$ cat src/design/temp_limit_pkg.sv
// constants, carriers and states shared by the temperature limit/result register bank
// assumes a serial front end that decodes pointer reads/writes into one-cycle strobes
// Summary of operation
// - remote high limit fraction stored in bits 7:4, sixteenth degree steps, writable
// - remote low limit fraction stored in bits 7:4, sixteenth degree steps, writable
// - local fraction byte read-only, refreshed each local conversion unless held by a high byte read
// - reading local high byte first freezes the fraction byte until it is read
// - reading fraction byte first freezes the high byte until it is read
// - reading any other register drops the pair lock, updates resume
// - remote overtemp limit, 8 bits whole degrees, resets to 6Ch
// - local overtemp limit, 8 bits whole degrees, resets to 55h
// - overtemp hysteresis register read and written at 21h, resets to 0Ah
// - writes to the local fraction pointer leave it unchanged
// - overtemp releases only once temperature falls more than hysteresis below the limit
package temp_limit_pkg;
   localparam int BYTE_W = 8;
   localparam int FRAC_W = 4;
   localparam int TEMP_W = 12;
   localparam int CHAN_N = 2;

   localparam logic [7:0] PTR_LOCAL_RESULT_HI  = 8'h00;
   localparam logic [7:0] PTR_REMOTE_HIGH_FRAC = 8'h13;
   localparam logic [7:0] PTR_REMOTE_LOW_FRAC  = 8'h14;
   localparam logic [7:0] PTR_LOCAL_FRAC       = 8'h15;
   localparam logic [7:0] PTR_REMOTE_OT        = 8'h19;
   localparam logic [7:0] PTR_LOCAL_OT         = 8'h20;
   localparam logic [7:0] PTR_OT_HYST          = 8'h21;

   localparam logic [3:0] FRAC_RST      = 4'h0;
   localparam logic [7:0] REMOTE_OT_RST = 8'h6c;
   localparam logic [7:0] LOCAL_OT_RST  = 8'h55;
   localparam logic [7:0] OT_HYST_RST   = 8'h0a;
   localparam logic [7:0] RD_DATA_RST   = 8'h00;

   localparam int CHAN_REMOTE = 0;
   localparam int CHAN_LOCAL  = 1;

   typedef struct packed {
      logic       rd;
      logic       wr;
      logic [7:0] ptr;
      logic [7:0] wdata;
   } reg_req_t;

   typedef struct packed {
      logic        done;
      logic [11:0] result;
   } conv_t;

   typedef enum logic [1:0] {
      LOCK_NONE,
      LOCK_FRAC,
      LOCK_HI
   } lock_st_t;
endpackage : temp_limit_pkg

$ cat src/design/temp_limit_result_regs.sv
// limit fractions, local result fraction with pair lock, overtemp limits and hysteresis
// assumes req strobes last one cycle and come from the serial pointer front end
module temp_limit_result_regs
   import temp_limit_pkg::*;
(
   input  wire logic             sys_clk,
   input  wire logic             srst,
   input  wire reg_req_t         req,
   input  wire conv_t            local_conv,
   input  wire conv_t            remote_conv,
   input  wire logic [7:0]       remote_high_limit_hi,
   input  wire logic [7:0]       remote_low_limit_hi,
   output logic [7:0]            rd_data_ff,
   output logic                  rd_valid_ff,
   output logic                  rd_hit_ff,
   output logic                  local_hi_hold_ff,
   output logic                  remote_above_high_ff,
   output logic                  remote_below_low_ff,
   output logic                  overtemp_shutdown_output_ff
);
   function automatic logic owns_ptr(input logic [7:0] p);
      owns_ptr = (p == PTR_REMOTE_HIGH_FRAC) || (p == PTR_REMOTE_LOW_FRAC)
         || (p == PTR_LOCAL_FRAC) || (p == PTR_REMOTE_OT)
         || (p == PTR_LOCAL_OT) || (p == PTR_OT_HYST);
   endfunction : owns_ptr

   logic [3:0] remote_high_limit_frac_bits_ff;
   logic [3:0] remote_low_limit_frac_bits_ff;
   logic [3:0] local_result_frac_bits_ff;
   logic [7:0] remote_overtemp_limit_bits_ff;
   logic [7:0] local_overtemp_limit_bits_ff;
   logic [7:0] overtemp_hysteresis_bits_ff;
   lock_st_t   lock_st_ff;
   lock_st_t   nxt_lock_st;

   // write decode
   wire wr_high_frac = req.wr && (req.ptr == PTR_REMOTE_HIGH_FRAC);
   wire wr_low_frac  = req.wr && (req.ptr == PTR_REMOTE_LOW_FRAC);
   wire wr_rmt_ot    = req.wr && (req.ptr == PTR_REMOTE_OT);
   wire wr_loc_ot    = req.wr && (req.ptr == PTR_LOCAL_OT);
   wire wr_hyst      = req.wr && (req.ptr == PTR_OT_HYST);

   // read decode for the lock
   wire rd_loc_hi    = req.rd && (req.ptr == PTR_LOCAL_RESULT_HI);
   wire rd_loc_frac  = req.rd && (req.ptr == PTR_LOCAL_FRAC);
   wire rd_other     = req.rd && !rd_loc_hi && !rd_loc_frac;

   // a completed pair returns to unlocked; a lone read holds its partner
   assign nxt_lock_st =
      rd_other                              ? LOCK_NONE :
      (rd_loc_hi && lock_st_ff == LOCK_HI)  ? LOCK_NONE :
      rd_loc_hi                             ? LOCK_FRAC :
      (rd_loc_frac && lock_st_ff == LOCK_FRAC) ? LOCK_NONE :
      rd_loc_frac                           ? LOCK_HI   :
      lock_st_ff;

   // the converter writes only while the fraction is not held
   wire frac_upd = local_conv.done && (lock_st_ff != LOCK_FRAC);

   // read selection; reserved low nibbles and foreign pointers read zero
   wire [7:0] rd_sel =
      (req.ptr == PTR_REMOTE_HIGH_FRAC) ? {remote_high_limit_frac_bits_ff, 4'h0} :
      (req.ptr == PTR_REMOTE_LOW_FRAC)  ? {remote_low_limit_frac_bits_ff, 4'h0} :
      (req.ptr == PTR_LOCAL_FRAC)       ? {local_result_frac_bits_ff, 4'h0} :
      (req.ptr == PTR_REMOTE_OT)        ? remote_overtemp_limit_bits_ff :
      (req.ptr == PTR_LOCAL_OT)         ? local_overtemp_limit_bits_ff :
      (req.ptr == PTR_OT_HYST)          ? overtemp_hysteresis_bits_ff :
      RD_DATA_RST;

   always_ff @(posedge sys_clk)
   begin
      if (srst)
      begin
         remote_high_limit_frac_bits_ff <= FRAC_RST;
         remote_low_limit_frac_bits_ff  <= FRAC_RST;
         remote_overtemp_limit_bits_ff  <= REMOTE_OT_RST;
         local_overtemp_limit_bits_ff   <= LOCAL_OT_RST;
         overtemp_hysteresis_bits_ff    <= OT_HYST_RST;
      end
      else
      begin
         if (wr_high_frac)
            remote_high_limit_frac_bits_ff <= req.wdata[7:4];
         if (wr_low_frac)
            remote_low_limit_frac_bits_ff <= req.wdata[7:4];
         if (wr_rmt_ot)
            remote_overtemp_limit_bits_ff <= req.wdata;
         if (wr_loc_ot)
            local_overtemp_limit_bits_ff <= req.wdata;
         if (wr_hyst)
            overtemp_hysteresis_bits_ff <= req.wdata;
      end
   end

   // no write path reaches the result fraction
   always_ff @(posedge sys_clk)
   begin
      if (srst)
         local_result_frac_bits_ff <= FRAC_RST;
      else if (frac_upd)
         local_result_frac_bits_ff <= local_conv.result[3:0];
   end

   always_ff @(posedge sys_clk)
   begin
      if (srst)
      begin
         lock_st_ff       <= LOCK_NONE;
         local_hi_hold_ff <= 1'b0;
      end
      else
      begin
         lock_st_ff       <= nxt_lock_st;
         local_hi_hold_ff <= (nxt_lock_st == LOCK_HI);
      end
   end

   // read data show the value before any same-cycle update
   always_ff @(posedge sys_clk)
   begin
      if (srst)
      begin
         rd_data_ff  <= RD_DATA_RST;
         rd_valid_ff <= 1'b0;
         rd_hit_ff   <= 1'b0;
      end
      else
      begin
         rd_valid_ff <= req.rd;
         rd_hit_ff   <= req.rd && owns_ptr(req.ptr);
         if (req.rd)
            rd_data_ff <= rd_sel;
      end
   end

   remote_window_cmp u_window (
      .sys_clk   (sys_clk),
      .srst      (srst),
      .conv      (remote_conv),
      .high_hi   (remote_high_limit_hi),
      .high_frac (remote_high_limit_frac_bits_ff),
      .low_hi    (remote_low_limit_hi),
      .low_frac  (remote_low_limit_frac_bits_ff),
      .above_ff  (remote_above_high_ff),
      .below_ff  (remote_below_low_ff)
   );

   conv_t      chan_conv [CHAN_N];
   logic [7:0] chan_lim  [CHAN_N];
   logic [CHAN_N-1:0] chan_over;

   assign chan_conv[CHAN_REMOTE] = remote_conv;
   assign chan_conv[CHAN_LOCAL]  = local_conv;
   assign chan_lim[CHAN_REMOTE]  = remote_overtemp_limit_bits_ff;
   assign chan_lim[CHAN_LOCAL]   = local_overtemp_limit_bits_ff;

   // one hysteresis value serves both channels
   for (genvar ch = 0; ch < CHAN_N; ch++)
   begin : g_ot
      overtemp_hyst u_ot (
         .sys_clk (sys_clk),
         .srst    (srst),
         .conv    (chan_conv[ch]),
         .limit   (chan_lim[ch]),
         .hyst    (overtemp_hysteresis_bits_ff),
         .over_ff (chan_over[ch])
      );
   end

   // one extra cycle of latency buys a flop-driven pin
   always_ff @(posedge sys_clk)
   begin
      if (srst)
         overtemp_shutdown_output_ff <= 1'b0;
      else
         overtemp_shutdown_output_ff <= |chan_over;
   end

   // the flops show reset one edge after srst is sampled; skip that edge as well
   logic rst_seen_ff;

   always_ff @(posedge sys_clk)
   begin
      rst_seen_ff <= srst;
   end
endmodule : temp_limit_result_regs

$ cat src/design/remote_window_cmp.sv
// twelve-bit window comparison of the remote result against the high and low limits
// assumes conv.done is a one-cycle pulse with the result valid in the same cycle
module remote_window_cmp
   import temp_limit_pkg::*;
(
   input  wire logic             sys_clk,
   input  wire logic             srst,
   input  wire conv_t            conv,
   input  wire logic [7:0]       high_hi,
   input  wire logic [3:0]       high_frac,
   input  wire logic [7:0]       low_hi,
   input  wire logic [3:0]       low_frac,
   output logic                  above_ff,
   output logic                  below_ff
);
   wire [11:0] high_lim  = {high_hi, high_frac};
   wire [11:0] low_lim   = {low_hi, low_frac};
   wire        nxt_above = conv.result > high_lim;
   wire        nxt_below = conv.result < low_lim;

   // verdict held between conversions
   always_ff @(posedge sys_clk)
   begin
      if (srst)
      begin
         above_ff <= 1'b0;
         below_ff <= 1'b0;
      end
      else if (conv.done)
      begin
         above_ff <= nxt_above;
         below_ff <= nxt_below;
      end
   end

   // the flops show reset one edge after srst is sampled; skip that edge as well
   logic rst_seen_ff;

   always_ff @(posedge sys_clk)
   begin
      rst_seen_ff <= srst;
   end
endmodule : remote_window_cmp

$ cat src/design/overtemp_hyst.sv
// one overtemperature channel: set at the limit, cleared once more than hysteresis below it
// assumes whole-degree comparison on the result's upper byte
module overtemp_hyst
   import temp_limit_pkg::*;
(
   input  wire logic             sys_clk,
   input  wire logic             srst,
   input  wire conv_t            conv,
   input  wire logic [7:0]       limit,
   input  wire logic [7:0]       hyst,
   output logic                  over_ff
);
   wire [7:0] temp     = conv.result[11:4];
   // nine bits so a large hysteresis cannot wrap
   wire [8:0] temp_up  = {1'b0, temp} + {1'b0, hyst};
   wire       hot      = temp >= limit;
   wire       cool     = temp_up < {1'b0, limit};
   wire       nxt_over = hot | (over_ff & ~cool);

   always_ff @(posedge sys_clk)
   begin
      if (srst)
         over_ff <= 1'b0;
      else if (conv.done)
         over_ff <= nxt_over;
   end

   // the flops show reset one edge after srst is sampled; skip that edge as well
   logic rst_seen_ff;

   always_ff @(posedge sys_clk)
   begin
      rst_seen_ff <= srst;
   end
endmodule : overtemp_hyst

$ cat config.mk
export PLATFORM = sky130hd
export DESIGN_NAME = temp_limit_result_regs
export DESIGN_NICKNAME = d
export VERILOG_FILES = /design/src/design/temp_limit_pkg.sv /design/src/design/temp_limit_result_regs.sv /design/src/design/remote_window_cmp.sv /design/src/design/overtemp_hyst.sv
export SDC_FILE = /design/constraint.sdc
export NUM_CORES = 1
export LEC_CHECK = 0
export BUFFER_PORTS_ARGS = -buffer_cell sky130_fd_sc_hd__buf_2
export CELL_PAD_IN_SITES_DETAIL_PLACEMENT = 1
export CELL_PAD_IN_SITES_GLOBAL_PLACEMENT = 2
export CORE_MARGIN = 2
export CORE_UTILIZATION = 34
export DETAILED_ROUTE_END_ITERATION = 10
export MAX_ROUTING_LAYER = met4
export PLACE_DENSITY_LB_ADDON = 0.1
export SETUP_SLACK_MARGIN = 0.1
export SLEW_MARGIN = 0
export SYNTH_ARGS = -nofsm -noshare
export SYNTH_HDL_FRONTEND = slang
export SYNTH_HIERARCHICAL = 1
export SYNTH_SLANG_ARGS = --single-unit
$ cat constraint.sdc
create_clock -name sys_clk -period 2.5 [get_ports sys_clk]
set_input_delay 0.125 -clock sys_clk [delete_from_list [all_inputs] [get_ports sys_clk]]
set_output_delay 0.125 -clock sys_clk [all_outputs]
set_load 0.02 [all_outputs]
Word-level counts from Yosys, hierarchy flattened
Cells that the tools add are included.

Muxes and demuxes: 11. Bitwise gates (word level): 6. Order comparisons: 6. Add/subtract/negate cells: 2. Reduce and logical (&&, ||, !) cells: 22. Equality and inequality tests: 10.

Operator list (number): $mux W8 (6); $eq A8 B5 Y1 const B (4); $add A8 B8 Y9 (2); $lt A9 B8 Y1 (2); $eq A8 B6 Y1 const B (2); $ge A8 B8 Y1 (2); $logic_and A1 B1 Y1 (13); $gt A12 B12 Y1 (1); $lt A12 B12 Y1 (1); $mux W2 (5); $logic_not A8 Y1 (1); $logic_or A1 B1 Y1 (5); $eq A2 B2 Y1 const B (2); $and A1 B1 Y1 (2); $eq A2 B1 Y1 const B (1); $logic_not A1 Y1 (2); $ne A2 B1 Y1 const B (1); $not A1 Y1 (2); $or A1 B1 Y1 (2); $reduce_or A2 Y1 (1).

Word-level logic and storage cells: 73. Input port bits: 62. Register bits: 54. Output and inout port bits: 14.

Longest topological paths before layout
Word-level depth: 8. Gate-level depth with buffers: 13. Gate-level depth less buffers: 13.

Hierarchy
Netlist, hierarchy kept.

By module, submodules not included: temp_limit_result_regs (sequential area each 1001.0 µm², cells an instance 248, area each 2289.7 µm², times used 1); overtemp_hyst (sequential area each 20.0 µm², cells an instance 90, area each 698.2 µm², times used 2); remote_window_cmp (sequential area each 40.0 µm², cells an instance 87, area each 650.6 µm², times used 1).

Worst setup path before layout
No wires, ideal clock.

Kind: flip-flop to flip-flop. Start point: register overtemp_hysteresis_bits_ff[0]. End point: register g_ot[1].u_ot.over_ff. Arrival time: 2148 ps. Clock period less this slack: 2277 ps. Data required time: 2370 ps. Setup slack: 223 ps. Library setup time: 130 ps. Cell stages (with the launch flop): 14. Path buffers: 0. Path through: dfxtp_1 > ha_1 > inv_1 > fa_1 > nor2b_4 > o31a_1 > o21a_1 > nor2_2 > xnor2_1 > ha_1 > o21ai_0 > nand3_1 > nand2_1 > o211ai_1.

Longest elaborated chain between the ends: 5.

RTL lines: start: declaration (RTL line temp_limit_result_regs.sv:32) `logic [7:0] overtemp_hysteresis_bits_ff;`; start signal: assignment (RTL line temp_limit_result_regs.sv:91) `overtemp_hysteresis_bits_ff <= req.wdata;`; $add A8 B8 Y9 (RTL line overtemp_hyst.sv:15) `wire [8:0] temp_up = {1'b0, temp} + {1'b0, hyst};`; $lt A9 B8 Y1 (RTL line overtemp_hyst.sv:17) `wire cool = temp_up < {1'b0, limit};`; $not A1 Y1 (RTL line overtemp_hyst.sv:18) `wire nxt_over = hot | (over_ff & ~cool);`; $and A1 B1 Y1 (RTL line overtemp_hyst.sv:18); $or A1 B1 Y1 (RTL line overtemp_hyst.sv:18); end signal: assignment (RTL line overtemp_hyst.sv:25) `over_ff <= nxt_over;`; end: declaration (RTL line overtemp_hyst.sv:11) `output logic over_ff`.

No other way between the ends. A chain may end at the register's enable or synchronous reset.

Worst setup path after layout
Same ends and word-level chain as after synthesis.

==> metrics.txt <==
outcome finished clean; Pins Over Slew Limit 0; final setup margin 86.50 ps; # setup viols final 0; initial antenna violation count 0; Slew @ Worst Pin 609.4 ps; peak supply drop 0.2594 mV; CTS root buf clkbuf_16; 1st-iter DRT viols 149; post-route insts no fill 761; clk_lat worst skew 290 ps; Synth Cell Area 4337 µm²; placed cells 751; TritonCTS clock tree done; cell count after synthesis 515; drt via density 5.225; Horiz. Die Dim 116.9 µm; EDFF count, synth 0; synthesized-area fraction occupied by adder cells 0.2083; HP Start local_conv[2]; fraction of the mapped netlist area in compound gates 0.1913; post-synthesis sequential area ratio 0.2493; worst-path cell chain ha_4 > inv_2 > fa_2 > buf_4 > xnor2_1 > ha_1 > a21o_1 > a31oi_1 > o21ai_0 > a21oi_1 > o211ai_1; total grt overflow 0; mux cell area share after synthesis 0.06117; total power divided by cell area 400.1 nW/µm²; Max FO, Critical Path 4; crit path time final 2414 ps; Area Overhead vs Synth 17.80%; critical path arrival 2580 ps; ys flop type dfxtp_1; asr flop ratio synth 0; RSZ-0062 raised after global routing true; row count 41; die height 116.9 µm; IO Pins 76; vias in the first global route 3970; routed wire length per instance 17.65 µm; Crit Path Category reg2reg; Slew headroom 0.5929; pre-CTS WS -71.10 ps; max-cap violations 0; core footprint 12520 µm²; Worst setup SP type flip-flop; layout cell share with drive strength beyond 1 0.1935; Post-Synth XOR/XNOR Area 0.01818; final hold violations 0; total global-route track usage 0.2058; Layout Skew 4.230 ps; DP HPWL 10.98 mm; required time worst endpoint 2670 ps; hold buffers post-CTS 0; CTS Sinks 54; Peak Freq 0.4143 GHz; top cell family by delay on the critical path adder cells; LEAKAGE 0.002479 µW; hold slack 61.21 ps; largest net degree at the start of global routing 25; Synth warnings 6; die footprint 13670 µm²; Reg2Reg Launch Point overtemp_hysteresis_bits_ff[0]; largest family of logic cells by synthesized area adder cells; GPL Wtd Cong 0.8410; first-pass GRT wire length 20.92 mm; Total Wirelength 13.44 mm; delay of the slowest cell on the worst path 400 ps; Max H-tree Level 2; detailed-route DRC error count 0; Hold WC Path Type in2reg; antenna-violating nets left 0; #FFs+latches synth 54; via count 3976; CP bufs+invs 2; slowest stage cell, crit path dfxtp_4; Tot Pwr 2044 µW; Reg clk slew, reported paths 70 ps; Final #Nets 721; Fill cells 1564; Post-Route Utilization 0.4081; crit share post-route 0.9654; TritonRoute pass-1 iters 4; Synthesized Nets 648; simple-gate share of the synthesized area 0.2069; Buffers on Ports 75; crit path launch overtemp_hysteresis_bits_ff[0]; Num CTS Buffers 5; Yosys cell types 55; Initial Utilization 0.3465; Antenna Cells 0; CTS max path bufs 2; Setup crit end kind flip-flop; Synth Area per Inst 8.421 µm²
power by group:
part	switching [µW]	internal, µW	total, µW
combinational	245	188	433
sequential	9.48	875	884
clock	324	403	727
per-layer routing:
| metal | track usage | part of all wire | vias up |
|---|---|---|---|
| met2 | 0.3407 | 0.47 | 63 |
| met5 | - | 0 | - |
| met1 | 0.2728 | 0.49 | 1899 |
| met4 | 0.04863 | 0.015 | 0 |
| met3 | 0.01905 | 0.025 | 14 |
| li1 | - | - | 2000 |
cells in the mapped netlist (all sizes together) (3+ instances only):
cell type / n / area, µm²
nand2: 25 / 93.84
o21ai: 20 / 100.1
o2bb2ai: 4 / 35.03
dfxtp: 54 / 1081
nor2: 44 / 170.2
xor2: 3 / 26.28
nor2b: 14 / 102.6
nand3b: 9 / 67.56
a22o: 5 / 43.79
a211o: 7 / 61.31
o21a: 11 / 82.58
o211ai: 6 / 45.04
a211oi: 7 / 52.55
xnor2: 6 / 52.55
buf: 7 / 33.78
clkbuf: 9 / 33.78
ha: 69 / 863.3
o221ai: 3 / 26.28
o31a: 4 / 35.03
nor3: 8 / 50.05
nand4b: 3 / 26.28
a21o: 7 / 52.55
nand3: 26 / 130.1
mux2: 4 / 45.04
inv: 57 / 214.0
a21oi: 36 / 180.2
mux2i: 22 / 220.2
nand4: 6 / 43.79
nand2b: 9 / 56.30
worst paths after layout:
kind / to / slack (ps) / cells past startpoint
setup / recovery: g_ot[1].u_ot/over_ff / 90 / 11
hold / removal: local_result_frac_bits_ff[2] / 60 / 3
setup reg to reg: g_ot[1].u_ot/over_ff / 90 / 11
hold reg to reg: rd_data_ff[5] / 470 / 2
sequential cells by signal, indices dropped and copies added (netlist names):
signal,cells
g_ot.u_ot/over_ff,2
lock_st_ff,2
local_overtemp_limit_bits_ff,8
remote_overtemp_limit_bits_ff,8
remote_high_limit_frac_bits_ff,4
u_window/below_ff,1
rd_valid_ff,1
local_hi_hold_ff,1
overtemp_hysteresis_bits_ff,8
overtemp_shutdown_output_ff,1
rd_data_ff,8
remote_low_limit_frac_bits_ff,4
u_window/above_ff,1
local_result_frac_bits_ff,4
rd_hit_ff,1
cells in the final DEF (no fill, tap or decap), drive strengths merged, types with 4 or more instances in the layout:
cell type / netlist / layout
buf: 7 / 82
ha: 69 / 69
inv: 57 / 58
dfxtp: 54 / 54
nor2: 44 / 44
a21oi: 36 / 36
nand3: 26 / 26
nand2: 25 / 25
mux2i: 22 / 22
o21ai: 20 / 20
nor2b: 14 / 14
o21a: 11 / 11
nand3b: 9 / 9
nand2b: 9 / 9
nor3: 8 / 8
a211o: 7 / 7
a21o: 7 / 7
a211oi: 7 / 7
o211ai: 6 / 6
xnor2: 6 / 6
nand4: 6 / 6
clkbuf: 9 / 6
a22o: 5 / 5
mux2: 4 / 4
o2bb2ai: 4 / 4
o31a: 4 / 4
through the flow:
step	instance area [µm²]	setup TNS, ps
after floorplan	4337	0
after global placement	4897	0
after detailed placement	4897	-131.9
after CTS	5086	0
after global routing	5109	-2.732
final	5109	0
tightest hold or removal path: cells and delay by family:
kind	cells	cell delay, ps
buffers and inverters	1	70
multiplexers	1	50
AND/OR/NAND/NOR	1	70
final cells by class:
class / instances / area, µm² / share of cell area
Clock buffer: 6 / 138.9 / 0.02719
Clock inverter: 2 / 16.27 / 0.003184
Inverter: 57 / 214.0 / 0.04188
Multi-Input combinational cell: 388 / 3009 / 0.5890
Sequential cell: 54 / 1087 / 0.2128
Tap cell: 172 / 215.2 / 0.04213
Timing Repair Buffer: 82 / 427.9 / 0.08376
what timing repair did:
| item | CTS | global route |
|---|---|---|
| buffers inserted | 1 | 1 |
| gates resized for setup | 12 | 3 |
| endpoints found under the setup margin | 2 | 2 |
| pin swaps | 4 | 16 |
cells by family after synthesis:
kind of cell | after synthesis
xor+xnor | 9
compound gates | 123
mux | 26
flops | 54
buf+inv | 73
fa+ha+maj | 71
simple gates | 159
(Power assumes the default switching activity.)
